## config.mk

```make
export PLATFORM = sky130hd
export DESIGN_NAME = dacr_control
export DESIGN_NICKNAME = d
export VERILOG_FILES = /design/src/rtl/dacr_pkg.sv /design/src/rtl/dacr_control.sv
export SDC_FILE = /design/constraint.sdc
export NUM_CORES = 1
export LEC_CHECK = 0
export ABC_AREA = 1
export BUFFER_PORTS_ARGS = -buffer_cell sky130_fd_sc_hd__buf_2
export CORE_AREA = 2 2 61 86
export DETAILED_ROUTE_END_ITERATION = 8
export DIE_AREA = 0 0 63 88
export PLACE_DENSITY = 0.73
export REMOVE_ABC_BUFFERS = 1
export SLEW_MARGIN = 10
export SYNTH_ARGS = -nofsm -noshare
export SYNTH_HDL_FRONTEND = slang
export SYNTH_SLANG_ARGS = --single-unit
export TNS_END_PERCENT = 30
```

## constraint.sdc

```tcl
create_clock -name clk_sys -period 1.1 [get_ports clk_sys]
set_clock_uncertainty 0.05 [all_clocks]
set_input_delay 0.11 -clock clk_sys [delete_from_list [all_inputs] [get_ports clk_sys]]
set_output_delay 0.11 -clock clk_sys [all_outputs]
set_load 0.005 [all_outputs]
```

## src/rtl/dacr_pkg.sv

```systemverilog
// Purpose: Shared constants and carriers for the converter control block.
// Assumes: AHB-Lite access, one 32-bit word per register index.
// Notes:   Byte address of a register is four times its index.
package dacr_pkg;

    // Register indices; byte address is index times four.
    localparam logic [5:0] CTRL_INDEX = 6'h00;
    localparam logic [5:0] RSVD_INDEX = 6'h01;
    localparam logic [5:0] DATA_INDEX = 6'h02;

    // Control register fields.
    localparam int unsigned KEEP_BIT   = 7;
    localparam int unsigned OUTPUT_BUFFER_ENABLE_BIT  = 6;
    localparam int unsigned ENABLE_BIT = 0;

    // Conversion code layout inside the 16-bit data register.
    localparam int unsigned CODE_W   = 10;
    localparam int unsigned CODE_LSB = 6;

    // Reset values.
    localparam logic [7:0]  CTRL_RESET = 8'h00;
    localparam logic [15:0] DATA_RESET = 16'h0000;

    // AHB encodings used by the slave.
    localparam logic [2:0] SIZE_BYTE = 3'h0;
    localparam logic [2:0] SIZE_HALF = 3'h1;

    typedef struct packed {
        logic keepRunning;
        logic outEnable;
        logic convEnable;
    } dacr_ctrl_s;

    typedef struct packed {
        logic              enable;
        logic              bufferOn;
        logic              start;
        logic [CODE_W-1:0] code;
    } dacr_core_s;

endpackage

```

## src/rtl/dacr_control.sv

```systemverilog
// Purpose: Register-side control of a 10-bit converter behind AHB-Lite.
// Assumes: Sleep inputs come from the power manager on clk_sys.
// Notes:   Reads take one wait state; writes take none.
//
// Design decision made here: the AHB-Lite interface to the registers.

`timescale 1ns/10ps
`default_nettype none

module dacr_control
    import dacr_pkg::*;
(
    input  wire logic        clk_sys,
    input  wire logic        reset_n,
    input  wire logic        hsel,
    input  wire logic [31:0] haddr,
    input  wire logic [1:0]  htrans,
    input  wire logic        hwrite,
    input  wire logic [2:0]  hsize,
    input  wire logic [31:0] hwdata,
    input  wire logic        hready,
    output var  logic        hreadyout,
    output var  logic        hresp,
    output var  logic [31:0] hrdata,
    input  wire logic        sleepStandby,
    input  wire logic        sleepPowerDown,
    output var  dacr_core_s  core
);

    logic       wrPend;
    logic       rdPend;
    logic [5:0] aIdx;
    logic [1:0] aLane;
    logic       addrAccept;
    logic       wrCtrl;
    logic       wrLow;
    logic       wrHigh;
    logic       sleepBlock;
    logic       active;
    logic       pending;
    logic       startFire;
    logic [7:0] ctrlByte;
    logic [9:0] dataView;
    logic [31:0] readMux;
    logic [1:0] lowStage;
    logic [7:0] hiReg;
    dacr_ctrl_s ctrl;

    // Returns which of byte lanes 1 and 0 an access touches.
    function automatic logic [1:0] laneMask(
        input logic [1:0] a,
        input logic [2:0] s
    );
        logic [1:0] m;
        m = 2'b11;
        if (s == SIZE_BYTE) begin
            m = {a == 2'h1, a == 2'h0};
        end else if (s == SIZE_HALF) begin
            m = {!a[1], !a[1]};
        end
        return m;
    endfunction

    assign addrAccept = hsel && htrans[1] && hready;

    // Address phase capture and bus answer.
    always_ff @(posedge clk_sys) begin
        if (!reset_n) begin
            wrPend    <= 1'b0;
            rdPend    <= 1'b0;
            aIdx      <= 6'h00;
            aLane     <= 2'b00;
            hreadyout <= 1'b1;
            hresp     <= 1'b0;
            hrdata    <= 32'h0000_0000;
        end else begin
            wrPend    <= addrAccept && hwrite;
            rdPend    <= addrAccept && !hwrite;
            hreadyout <= !(addrAccept && !hwrite);
            hresp     <= 1'b0;
            hrdata    <= rdPend ? readMux : 32'h0000_0000;
            if (addrAccept) begin
                aIdx  <= haddr[7:2];
                aLane <= laneMask(haddr[1:0], hsize);
            end
        end
    end

    assign wrCtrl = wrPend && (aIdx == CTRL_INDEX) && aLane[0];
    assign wrLow  = wrPend && (aIdx == DATA_INDEX) && aLane[0];
    assign wrHigh = wrPend && (aIdx == DATA_INDEX) && aLane[1];

    assign ctrlByte = {ctrl.keepRunning, ctrl.outEnable, 5'h00,
                       ctrl.convEnable};
    assign dataView = {hiReg, lowStage};

    // Register read decode; unmapped and reserved words read zero.
    always_comb begin
        readMux = 32'h0000_0000;
        if (aIdx == CTRL_INDEX) begin
            readMux = {24'h00_0000, ctrlByte};
        end else if (aIdx == DATA_INDEX) begin
            readMux = {16'h0000, dataView, 6'h00};
        end else if (aIdx == RSVD_INDEX) begin
            readMux = 32'h0000_0000;
        end else begin
            readMux = 32'h0000_0000;
        end
    end

    // Control register.
    always_ff @(posedge clk_sys) begin
        if (!reset_n) begin
            ctrl.keepRunning <= CTRL_RESET[KEEP_BIT];
            ctrl.outEnable   <= CTRL_RESET[OUTPUT_BUFFER_ENABLE_BIT];
            ctrl.convEnable  <= CTRL_RESET[ENABLE_BIT];
        end else if (wrCtrl) begin
            ctrl.keepRunning <= hwdata[KEEP_BIT];
            ctrl.outEnable   <= hwdata[OUTPUT_BUFFER_ENABLE_BIT];
            ctrl.convEnable  <= hwdata[ENABLE_BIT];
        end
    end

    // Data register byte pair; the high byte commits the code.
    always_ff @(posedge clk_sys) begin
        if (!reset_n) begin
            lowStage  <= DATA_RESET[CODE_LSB+1:CODE_LSB];
            hiReg     <= DATA_RESET[15:8];
            core.code <= DATA_RESET[15:CODE_LSB];
        end else begin
            if (wrLow) begin
                lowStage <= hwdata[CODE_LSB+1:CODE_LSB];
            end
            if (wrHigh) begin
                hiReg     <= hwdata[15:8];
                core.code <= {hwdata[15:8],
                              wrLow ? hwdata[CODE_LSB+1:CODE_LSB]
                                    : lowStage};
            end
        end
    end

    // Standby without keep-running, or power-down, shuts the core off.
    assign sleepBlock = sleepPowerDown
                      || (sleepStandby && !ctrl.keepRunning);
    assign active     = ctrl.convEnable && !sleepBlock;
    assign startFire  = pending && active;

    // A committed code waits here until the converter is running.
    always_ff @(posedge clk_sys) begin
        if (!reset_n) begin
            pending <= 1'b0;
        end else if (wrHigh) begin
            pending <= 1'b1;
        end else if (startFire) begin
            pending <= 1'b0;
        end
    end

    // Signals to the analog core and its pin buffer.
    always_ff @(posedge clk_sys) begin
        if (!reset_n) begin
            core.enable   <= 1'b0;
            core.bufferOn <= 1'b0;
            core.start    <= 1'b0;
        end else begin
            core.enable   <= active;
            core.bufferOn <= active && ctrl.outEnable;
            core.start    <= startFire;
        end
    end
endmodule

`default_nettype wire

```

==> results of run 1 <==
[critical path, cell delays in order (launching register included)]
cell	delay, ps
dfxtp_2	340
nor2_4	140
nand2_4	120
nor2_8	200
nand2_8	110
o21ai_1	130
nor2_1	50
[power breakdown]
group          internal (mW)  switching, mW  total [mW]
Clock                  0.740          0.484        1.22
Combinational          0.105          0.131       0.236
Sequential              1.50        0.00923        1.51
[Yosys cell counts (all sizes together)]
cell type / n
dfxtp: 41
nor2: 41
inv: 29
nand2: 27
buf: 23
o21ai: 17
a21oi: 13
nand3: 8
nor4: 3
clkbuf: 2
nor3: 2
conb: 1
nand4: 1
[sequential cells by signal (all words and copies together), names as in the netlist]
name       cells
pending        1
hreadyout      1
wrPend         1
core          13
aLane          2
aIdx           6
lowStage       2
rdPend         1
ctrl           3
hrdata        11
[repair_timing]
item / CTS / global route
hold buffers: 4 / 0
resized for setup: 11 / 13
gates cloned: 0 / 0
hold endpoints to repair: 6 / 0
endpoints found under the setup margin: 26 / 28
pin swaps: 14 / 4
setup buffers: 1 / 1
[worst max path at each step]
stage | start | endpoint | slack (ps) | cells after the start
after detailed placement | aIdx[5] | ctrl[2] | -140 | 5
after global routing | aIdx[3] | core[4] | -220 | 6
final | aIdx[4] | core[5] | -140 | 6
after floorplan | aIdx[2] | core[0] | -80 | 6
after CTS | aIdx[4] | core[3] | -120 | 6
after global placement | aIdx[5] | ctrl[2] | -110 | 5
[stage by stage]
stage	cell area (um^2)	instances	setup TNS, ps
after global placement	1984	332	-1787
final	2246	346	-2452
after CTS	2192	345	-1498
after floorplan	1546	204	-205.0
after detailed placement	1984	332	-2484
after global routing	2246	346	-4577
[layer usage]
layer / vias up / share of wire (%)
met1: 638 / 39
met5: - / 0
met4: 0 / 1.4
met3: 5 / 6.9
li1: 746 / -
met2: 55 / 53
[logic make-up after synthesis]
kind of cell / after synthesis / share of synthesized area, %
flip-flops: 41 / 49.70
other: 1 / 0.2271
buffers and inverters: 54 / 17.73
AND/OR/NAND/NOR: 82 / 23.03
AO/OA/AOI/OAI: 30 / 9.318
[layout make-up]
type	instances	area, um^2	area share, %
clock buffers	7	86.33	3.844
clock inverters	1	30.03	1.337
flip-flops and latches	41	823.3	36.66
repair buffers	70	416.7	18.55
inverters	29	108.9	4.847
multi-input cells	134	700.7	31.20
well taps	64	80.08	3.565
[cell usage in the layout (no fill, tap or decap), types with 2 or more instances in the layout]
cell type	n
buf_2	54
dfxtp_1	39
nor2_1	35
inv_1	29
nand2_1	23
conb_1	22
a21oi_1	10
buf_4	10
o21ai_0	7
nand3_1	6
o21ai_1	6
clkbuf_8	6
o21ai_2	4
dlygate4sd3_1	4
nor2_2	3
a21oi_2	3
nor2_4	2
nand2_4	2
nand3_2	2
nor4_2	2
dfxtp_2	2
==> summary.txt, run 1 <==
Clocking
  • TritonCTS clock tree: built
  • Clk root buf: clkbuf_8
  • Clk sink count: just over 40
  • Clk buf depth: 2
  • Cts bufs inserted: 5
  • Clk pin slew, worst setup/hold paths: approximately 80 ps
  • CTS H-tree depth: 2
  • Clk_lat worst skew: between 200 and 300 ps

Setup path
  • Crit path capture type: flop
  • Reg2reg start: aIdx[4]
  • Worst reg2reg path depth: 6
  • Crit Path Category: reg2reg
  • CP startpoint kind: flop
  • R2R Setup Slk: -140 ps
  • Largest fanout on the critical path: 11
  • Critical Path RT: roughly 1200 ps
  • R2R Path End: core[5]
  • CP arrival: roughly 1400 ps

Yosys
  • Synth area leaders: dfxtp_1, buf_4, nor2_1
  • Synth cell types: 21
  • Mapped Cells: approximately 210
  • Warnings, synthesis: 0
  • Synth top area share: about half
  • Register area share after synthesis: between 40% and 50%
  • Synthesized cell area: 1652 um^2
  • Leading area contributor after synthesis: dfxtp_1
  • Post-synthesis sequential element count: 41
  • Mapped Avg Cell Area: 7.940 um^2

Global route
  • Met1 Track Usage GR: between 10% and 20%
  • Grt ovf: 0
  • Initial antenna violation count: 0
  • GRT Total Usage: between 10% and 20%
  • Pin count of the biggest net entering global routing: 13
  • Vias in the first global route: between 1000 and 1500
  • Met2 usage: 22.44%
  • First-pass GRT wire length: roughly 5300 um
  • M3 GR Usage: about 4.5%
  • Busiest grt layer: met2

STA
  • Final setup violation count: 26
  • RSZ-0062 raised after global routing: true
  • Tmin final: 1239 ps
  • Fmax: about 810 MHz
  • Fin worst setup slack: -139.3 ps
  • Final Hold Vio Count: 0
  • Period utilization: 112.7%
  • Fin. max-slew vios: 0
  • Hold WS: between 10 and 15 ps

Detailed routing
  • Post-route ant nets: 0
  • DR DRC count: 0
  • Vias: about 1400
  • WL/cell: roughly 9.5 um
  • Drt total wl: about 3300 um
  • Drt via density: approximately 4.2
  • 1st-iter DRT viols: 39
  • Drt pass-1 iters: 4

Die
  • Core area: around 4800 um^2
  • I/O pin count: 123
  • Initial Utilization: between 30 and 40%
  • DIE HEIGHT: 88 um
  • Die area: 5544 um^2
  • Die width: roughly 63 um
  • # rows: 30

Cells and area
  • Final nets: around 360
  • Share of the core filled with cells: between 40% and 50%
  • Layout area overhead: 35.98%
  • Fillers: 487
  • Layout cells sized above 1: 34.75%
  • Antenna cells: 0

Place
  • Pre-CTS setup slack: -141.6 ps
  • Final HPWL DP: about 2500 um
  • Number of port buffers: 54
  • Placer's final routability congestion estimate: around 0.77

Power
  • LEAKAGE: about 1.1 nW
  • Total power: between 2 and 3 mW
  • PwrDens: 1321 nW/um^2
  • Peak supply drop: between 0.0005 and 0.0006 V

Flow run
  • Max Cap Viol: 0

Status
  • Violated checks: negative setup slack
  • Outcome: finished with violations

Hold path
  • Worst Hold Launch: haddr[4]
  • Hold path depth: 3
  • Worst Hold Path EP: aIdx[2]
  • Hold Path Class: in2reg
(Power assumes the default switching activity.)
==> run 2: changes to the inputs <==
--- a/config.mk
+++ b/config.mk
@@ -5,12 +5,11 @@
 export SDC_FILE = /design/constraint.sdc
 export NUM_CORES = 1
 export LEC_CHECK = 0
-export ABC_AREA = 1
 export BUFFER_PORTS_ARGS = -buffer_cell sky130_fd_sc_hd__buf_2
 export CORE_AREA = 2 2 61 86
 export DETAILED_ROUTE_END_ITERATION = 8
 export DIE_AREA = 0 0 63 88
-export PLACE_DENSITY = 0.73
+export PLACE_DENSITY = 0.74
 export REMOVE_ABC_BUFFERS = 1
 export SLEW_MARGIN = 10
 export SYNTH_ARGS = -nofsm -noshare
==> run 2 against run 1 <==
- the flow still finishes with violations (negative setup slack)
- combinational power increased by 14%
- routed wire length up 8.5%
- non-clock buffer count is 11 higher
- highest routed layer unchanged
- synthesized cell count down 13%
- via count is 0.48% higher
- total power increased by 0.63%
- final area is 0.45% higher
- final cell count fell by 5.8%
- fmax is 22% lower
- sequential share of layout area shrank 0.16 points
- count of clock-buffer cells in the layout did not move
- first-iteration DRC count grew 51%
==> summary.txt, run 2 <==
Detailed routing
  • Vias: 1451
  • 1st-iter DRT viols: approximately 60
  • Post-route ant nets: 0
  • Drt total wl: 3573 um
  • Drt pass-1 iters: 4
  • WL/cell: 10.96 um
  • Drt via density: 4.451
  • DR DRC count: 0

Hold path
  • Hold Path Class: in2reg
  • Hold path depth: 3
  • Worst Hold Launch: haddr[6]
  • Worst Hold Path EP: aIdx[4]

Status
  • Violated checks: negative setup slack
  • Outcome: finished with violations

Power
  • Flop pwr share: 50.4%
  • PwrDens: around 1300 nW/um^2
  • Peak supply drop: 0.0007525 V
  • Cell internal pwr: about 2.4 mW
  • Sw Share: about a fifth
  • LEAKAGE: ~1.0 nW
  • Comb pwr share: ~9%
  • Clk network pwr share: between 40 and 50%
  • Switch Pwr: ~0.61 mW

Yosys
  • Post-synthesis sequential element count: 41
  • Warnings, synthesis: 0
  • Register area share after synthesis: about half
  • Mapped Cells: around 180
  • Largest family of logic cells by synthesized area: simple AND/OR/NAND/NOR gates
  • Post-Synth XOR/XNOR Area: 0%
  • Synth area leaders: dfxtp_1, buf_4, a21oi_1
  • Synth Area in Compound Gates: 13.55%
  • Synth top area share: around half
  • Ys async rst share: 0%
  • Post-synth top flop: dfxtp_1
  • Leading area contributor after synthesis: dfxtp_1
  • Synth Area in Simple Gates: between 20% and 30%
  • Top cells by count, synth: dfxtp_1, buf_4, a21oi_1
  • Synth cell types: 30
  • Post-Synth Adder-Cell Area: 0%
  • Post-synth EDFFs: 0
  • Top-count cell post-synth: dfxtp_1
  • Mapped Avg Cell Area: between 9 and 10 um^2
  • Synthesized cell area: 1672 um^2
  • Multiplexer area fraction after synthesis: between 1 and 1.5%

Cells and area
  • Antenna cells: 0
  • Largest register FFs: 13
  • Top reg by flops: core
  • Layout area overhead: 34.95%
  • Multi-input logic area: 713.2 um^2
  • Commonest non-fill, non-tap cells in the layout: buf_2, dfxtp_1, buf_4
  • Layout cells sized above 1: between 30 and 40%
  • Final nets: roughly 340
  • Register area: approximately 800 um^2
  • Largest registers: core: 13 flops, hrdata: 11 flops, aIdx: 6 flops
  • Fillers: between 400 and 500
  • Commonest non-fill, non-tap cell in the layout: buf_2

Setup path
  • Critical Path RT: between 1000 and 1500 ps
  • CP startpoint kind: flop
  • R2R Path End: hrdata[9]
  • Worst reg2reg path depth: 4
  • Reg2reg start: aIdx[4]
  • Crit path capture type: flop
  • CP arrival: between 1500 and 2000 ps
  • Crit Path Category: reg2reg
  • Largest fanout on the critical path: 8
  • R2R Setup Slk: -480 ps

Die
  • DIE HEIGHT: about 90 um
  • I/O pin count: ~120
  • Die area: 5544 um^2
  • Initial Utilization: 35.07%
  • Die width: around 63 um
  • # rows: 30
  • Core area: ~4800 um^2

Global route
  • Grt ovf: 0
  • GRT Total Usage: about 13%
  • Vias in the first global route: about 1300
  • Initial antenna violation count: 0
  • Pin count of the biggest net entering global routing: 13
  • First-pass GRT wire length: ~5500 um

Clocking
  • Clk buf depth: 2
  • Clk sink count: 41
  • TritonCTS clock tree: built
  • Clk root buf: clkbuf_8
  • Clk_lat worst skew: 280 ps
  • Clk pin slew, worst setup/hold paths: around 70 ps
  • CTS H-tree depth: 2
  • Cts bufs inserted: 5

STA
  • Fmax: ~630 MHz
  • Fin worst setup slack: -480.4 ps
  • Tmin final: around 1600 ps
  • Period utilization: 143.7%
  • Final setup violation count: 28
  • RSZ-0062 raised after global routing: true
  • Fin. max-slew vios: 0
  • Hold WS: 16.45 ps
  • Setup_tns: -10760 ps
  • Final Hold Vio Count: 0

Place
  • Pre-CTS setup slack: -516.6 ps
  • Final HPWL DP: 2896 um
  • Placer's final routability congestion estimate: just under 0.8
  • Number of port buffers: 54

Flow run
  • Max Cap Viol: 0
## run 2: timing repair
action | CTS | global route
pin swaps | 2 | 4
buffers inserted | 1 | 0
resized for setup | 6 | 7
hold buffers | 1 | 0
setup endpoints to repair | 30 | 29
endpoints found under the hold margin | 2 | 0
## run 2: metal layers
metal / wire length, um / share of wire (%) / GRT usage [%]
met5: 0 / 0 / 0
met4: 57 / 1.6 / 7.273
met3: 262 / 7.3 / 4.242
met2: 1844 / 52 / 22.34
met1: 1409 / 39 / 13.08
## run 2: area by class of cell
cell class | instances | share of cell area (%)
repair buffers | 81 | 22.19
clock inverters | 1 | 1.331
clock buffers | 7 | 3.827
flip-flops and latches | 41 | 36.49
well taps | 64 | 3.550
inverters | 6 | 0.9983
multi-input cells | 126 | 31.61
## run 2: per-stage QoR
| step | utilization [%] | power [mW] | std cells | area (um^2) |
|---|---|---|---|---|
| after floorplan | - | 1.631 | 173 | 1544 |
| after global routing | 47.32 | 3.109 | 326 | 2256 |
| after CTS | 47.24 | 3.027 | 326 | 2252 |
| after detailed placement | 44.33 | 1.801 | 316 | 2113 |
| final | 47.32 | 2.987 | 326 | 2256 |
| after global placement | 44.33 | 1.797 | 316 | 2113 |
## run 2: kinds of logic after synthesis
kind of cell,count (synthesis)
other cells,1
buf+inv,36
mux,2
compound gates,40
simple gates,62
flops,41
## run 2: power by group through the flow
stage | Clock (mW) | Sequential, mW | Combinational (mW)
floorplan | 0 | 1.54 | 0.0878
CTS | 1.26 | 1.50 | 0.267
global route | 1.31 | 1.50 | 0.294
global placement | 0 | 1.54 | 0.259
finish | 1.21 | 1.50 | 0.268
detailed placement | 0 | 1.54 | 0.262
## run 2: critical path: stages (launching register included)
cell and delay (ps):
dfxtp_2 320, or4_4 590, nor4b_4 270, buf_4 180
and2_1 120
## run 2: how the worst max path moves through the flow
stage	cells after the start	endpoint	slack, ps	start
floorplan	3	core[0]	-940	aIdx[0]
global placement	3	hrdata[11]	-470	aIdx[0]
detailed placement	3	hrdata[11]	-520	aIdx[0]
CTS	4	hrdata[11]	-500	aIdx[0]
global route	4	hrdata[11]	-560	aIdx[4]
finish	4	hrdata[9]	-480	aIdx[4]
==> run 3: changes to the inputs <==
--- a/config.mk
+++ b/config.mk
@@ -6,11 +6,12 @@
 export NUM_CORES = 1
 export LEC_CHECK = 0
 export BUFFER_PORTS_ARGS = -buffer_cell sky130_fd_sc_hd__buf_2
-export CORE_AREA = 2 2 61 86
+export CORE_AREA = 2 2 72 74
 export DETAILED_ROUTE_END_ITERATION = 8
-export DIE_AREA = 0 0 63 88
-export PLACE_DENSITY = 0.74
+export DIE_AREA = 0 0 74 76
+export PLACE_DENSITY = 0.73
 export REMOVE_ABC_BUFFERS = 1
+export SKIP_CTS_REPAIR_TIMING = 1
 export SLEW_MARGIN = 10
 export SYNTH_ARGS = -nofsm -noshare
 export SYNTH_HDL_FRONTEND = slang
==> run 3 against run 2 <==
- the flow finishes with violations (negative hold slack, negative setup slack)
- count of clock-buffer cells in the layout down 2
- final cell count up 3.1%
- critical endpoint is now hrdata[13]
- final area up 0.28%
- core utilization down 1.3 points
- setup slack worse by 47 ps
- non-clock buffer count up 4
- routed wire length up 2.5%
==> summary.txt, run 3 (synthesis gave the netlist of run 2 again) <==
Global route
  • Vias in the first global route: 1322
  • Grt ovf: 0
  • Pin count of the biggest net entering global routing: 14
  • Initial antenna violation count: 0
  • First-pass GRT wire length: 5871 um
  • GRT Total Usage: about 13%

Place
  • Pre-CTS setup slack: -546.6 ps
  • Placer's final routability congestion estimate: 0.8478
  • Placed Cells: roughly 330
  • Final HPWL DP: 2863 um
  • Post-Place Cell Area: around 2100 um^2
  • Number of port buffers: 54

Cells and area
  • Top reg by flops: core
  • Antenna cells: 0
  • Share of the core filled with cells: between 40% and 50%
  • Layout area overhead: 35.33%
  • Largest registers: core: 13 flops, hrdata: 11 flops, aIdx: 6 flops
  • Fillers: a little over 500
  • Commonest non-fill, non-tap cells in the layout: buf_2, dfxtp_1, buf_4
  • Layout cells sized above 1: between 30 and 40%
  • Commonest non-fill, non-tap cell in the layout: buf_2
  • Largest register FFs: 13
  • Finished Layout Cells: 336
  • Final nets: 341
  • Final Instance Area: approximately 2300 um^2

Die
  • DIE HEIGHT: around 76 um
  • # rows: 26
  • Core area: 4912 um^2
  • Initial Utilization: between 30 and 40%
  • Die area: 5624 um^2
  • I/O pin count: between 100 and 150
  • Die width: between 70 and 80 um

Setup path
  • CP startpoint kind: flop
  • CP arrival: 1820 ps
  • Crit path capture type: flop
  • Crit Path Category: reg2reg
  • Largest fanout on the critical path: 8
  • Worst reg2reg path depth: 4
  • Critical Path RT: between 1000 and 1500 ps

Clocking
  • Clk pin slew, worst setup/hold paths: ~80 ps
  • Clk_lat worst skew: 300 ps
  • CTS H-tree depth: 2
  • Clk sink count: roughly 40
  • Cts bufs inserted: 5
  • Clk root buf: clkbuf_8
  • TritonCTS clock tree: built
  • Clk buf depth: 2

Power
  • Comb pwr share: roughly a tenth
  • LEAKAGE: ~1.0 nW
  • Sw Share: roughly 24%
  • PwrDens: between 1000 and 1500 nW/um^2
  • Peak supply drop: 0.0004822 V
  • Flop pwr share: around 55%
  • Clk network pwr share: 35.2%
  • Switch Pwr: approximately 0.66 mW
  • Cell internal pwr: 2.071 mW
  • Total power: ~2.7 mW

Flow run
  • Max Cap Viol: 0

STA
  • Period utilization: 147.9%
  • Fin. max-slew vios: 0
  • Tmin final: approximately 1600 ps
  • Fin worst setup slack: -527.1 ps
  • Setup_tns: -11290 ps
  • Fmax: ~610 MHz
  • Final Hold Vio Count: 1
  • Hold WS: -9.412 ps
  • Final setup violation count: 27
  • RSZ-0062 raised after global routing: true

Status
  • Outcome: finished with violations
  • Violated checks: negative hold slack, negative setup slack

Hold path
  • Hold Path Class: in2reg
  • Hold path depth: 3

Detailed routing
  • DR DRC count: 0
  • 1st-iter DRT viols: ~60
  • Top layer in use: met4
  • WL/cell: around 11 um
  • Metal-1 WL: approximately 1600 um
  • Vias: roughly 1400
  • Met2 wire len: 1737 um
  • Post-route ant nets: 0
  • Drt total wl: 3661 um
  • Met3 Wirelength: between 200 and 300 um
  • Drt via density: roughly 4.3
  • Drt pass-1 iters: 4
[run 3: changes by cell type in the layout (fill, tap and decap cells not counted), sizes merged]
cell,previous run,this run
buf,80,83
bufinv,1,0
clkbuf,7,5
clkinv,0,2
clkinvlp,0,1
dlygate4sd3,1,2
[run 3: critical path: stages (launching register included)]
cell     delay [ps]
dfxtp_2         330
or4_4           590
nor4b_4         290
buf_4           180
and2_4          130
[run 3: power groups by stage]
stage / Combinational (mW) / Sequential, mW / Clock (mW)
finish: 0.269 / 1.50 / 0.963
floorplan: 0.0878 / 1.54 / 0
global route: 0.299 / 1.51 / 1.06
global placement: 0.257 / 1.54 / 0
CTS: 0.261 / 1.50 / 0.985
detailed placement: 0.260 / 1.54 / 0
[run 3: cell type report]
class	instances	area, um^2	area share [%]
repair buffers	85	520.5	23.01
well taps	70	87.58	3.872
clock inverters	3	17.52	0.7743
multi-input cells	126	721.9	31.91
flip-flops and latches	41	823.3	36.39
inverters	6	22.52	0.9956
clock buffers	5	68.82	3.042
[run 3: path summary, 6_finish.rpt]
path         slack, ps  startpoint          to
max               -530     aIdx[4]  hrdata[13]
min                 -9    haddr[6]     aIdx[4]
max reg2reg       -530     aIdx[4]  hrdata[13]
min reg2reg        380     pending    core[10]
[run 3: metal layers]
layer  global-route usage [%]  vias to the layer above
li1                         -                      748
met1                    16.39                      632
met2                    21.25                       55
met3                    3.704                        7
met4                    6.545                        0
met5                        0                        -
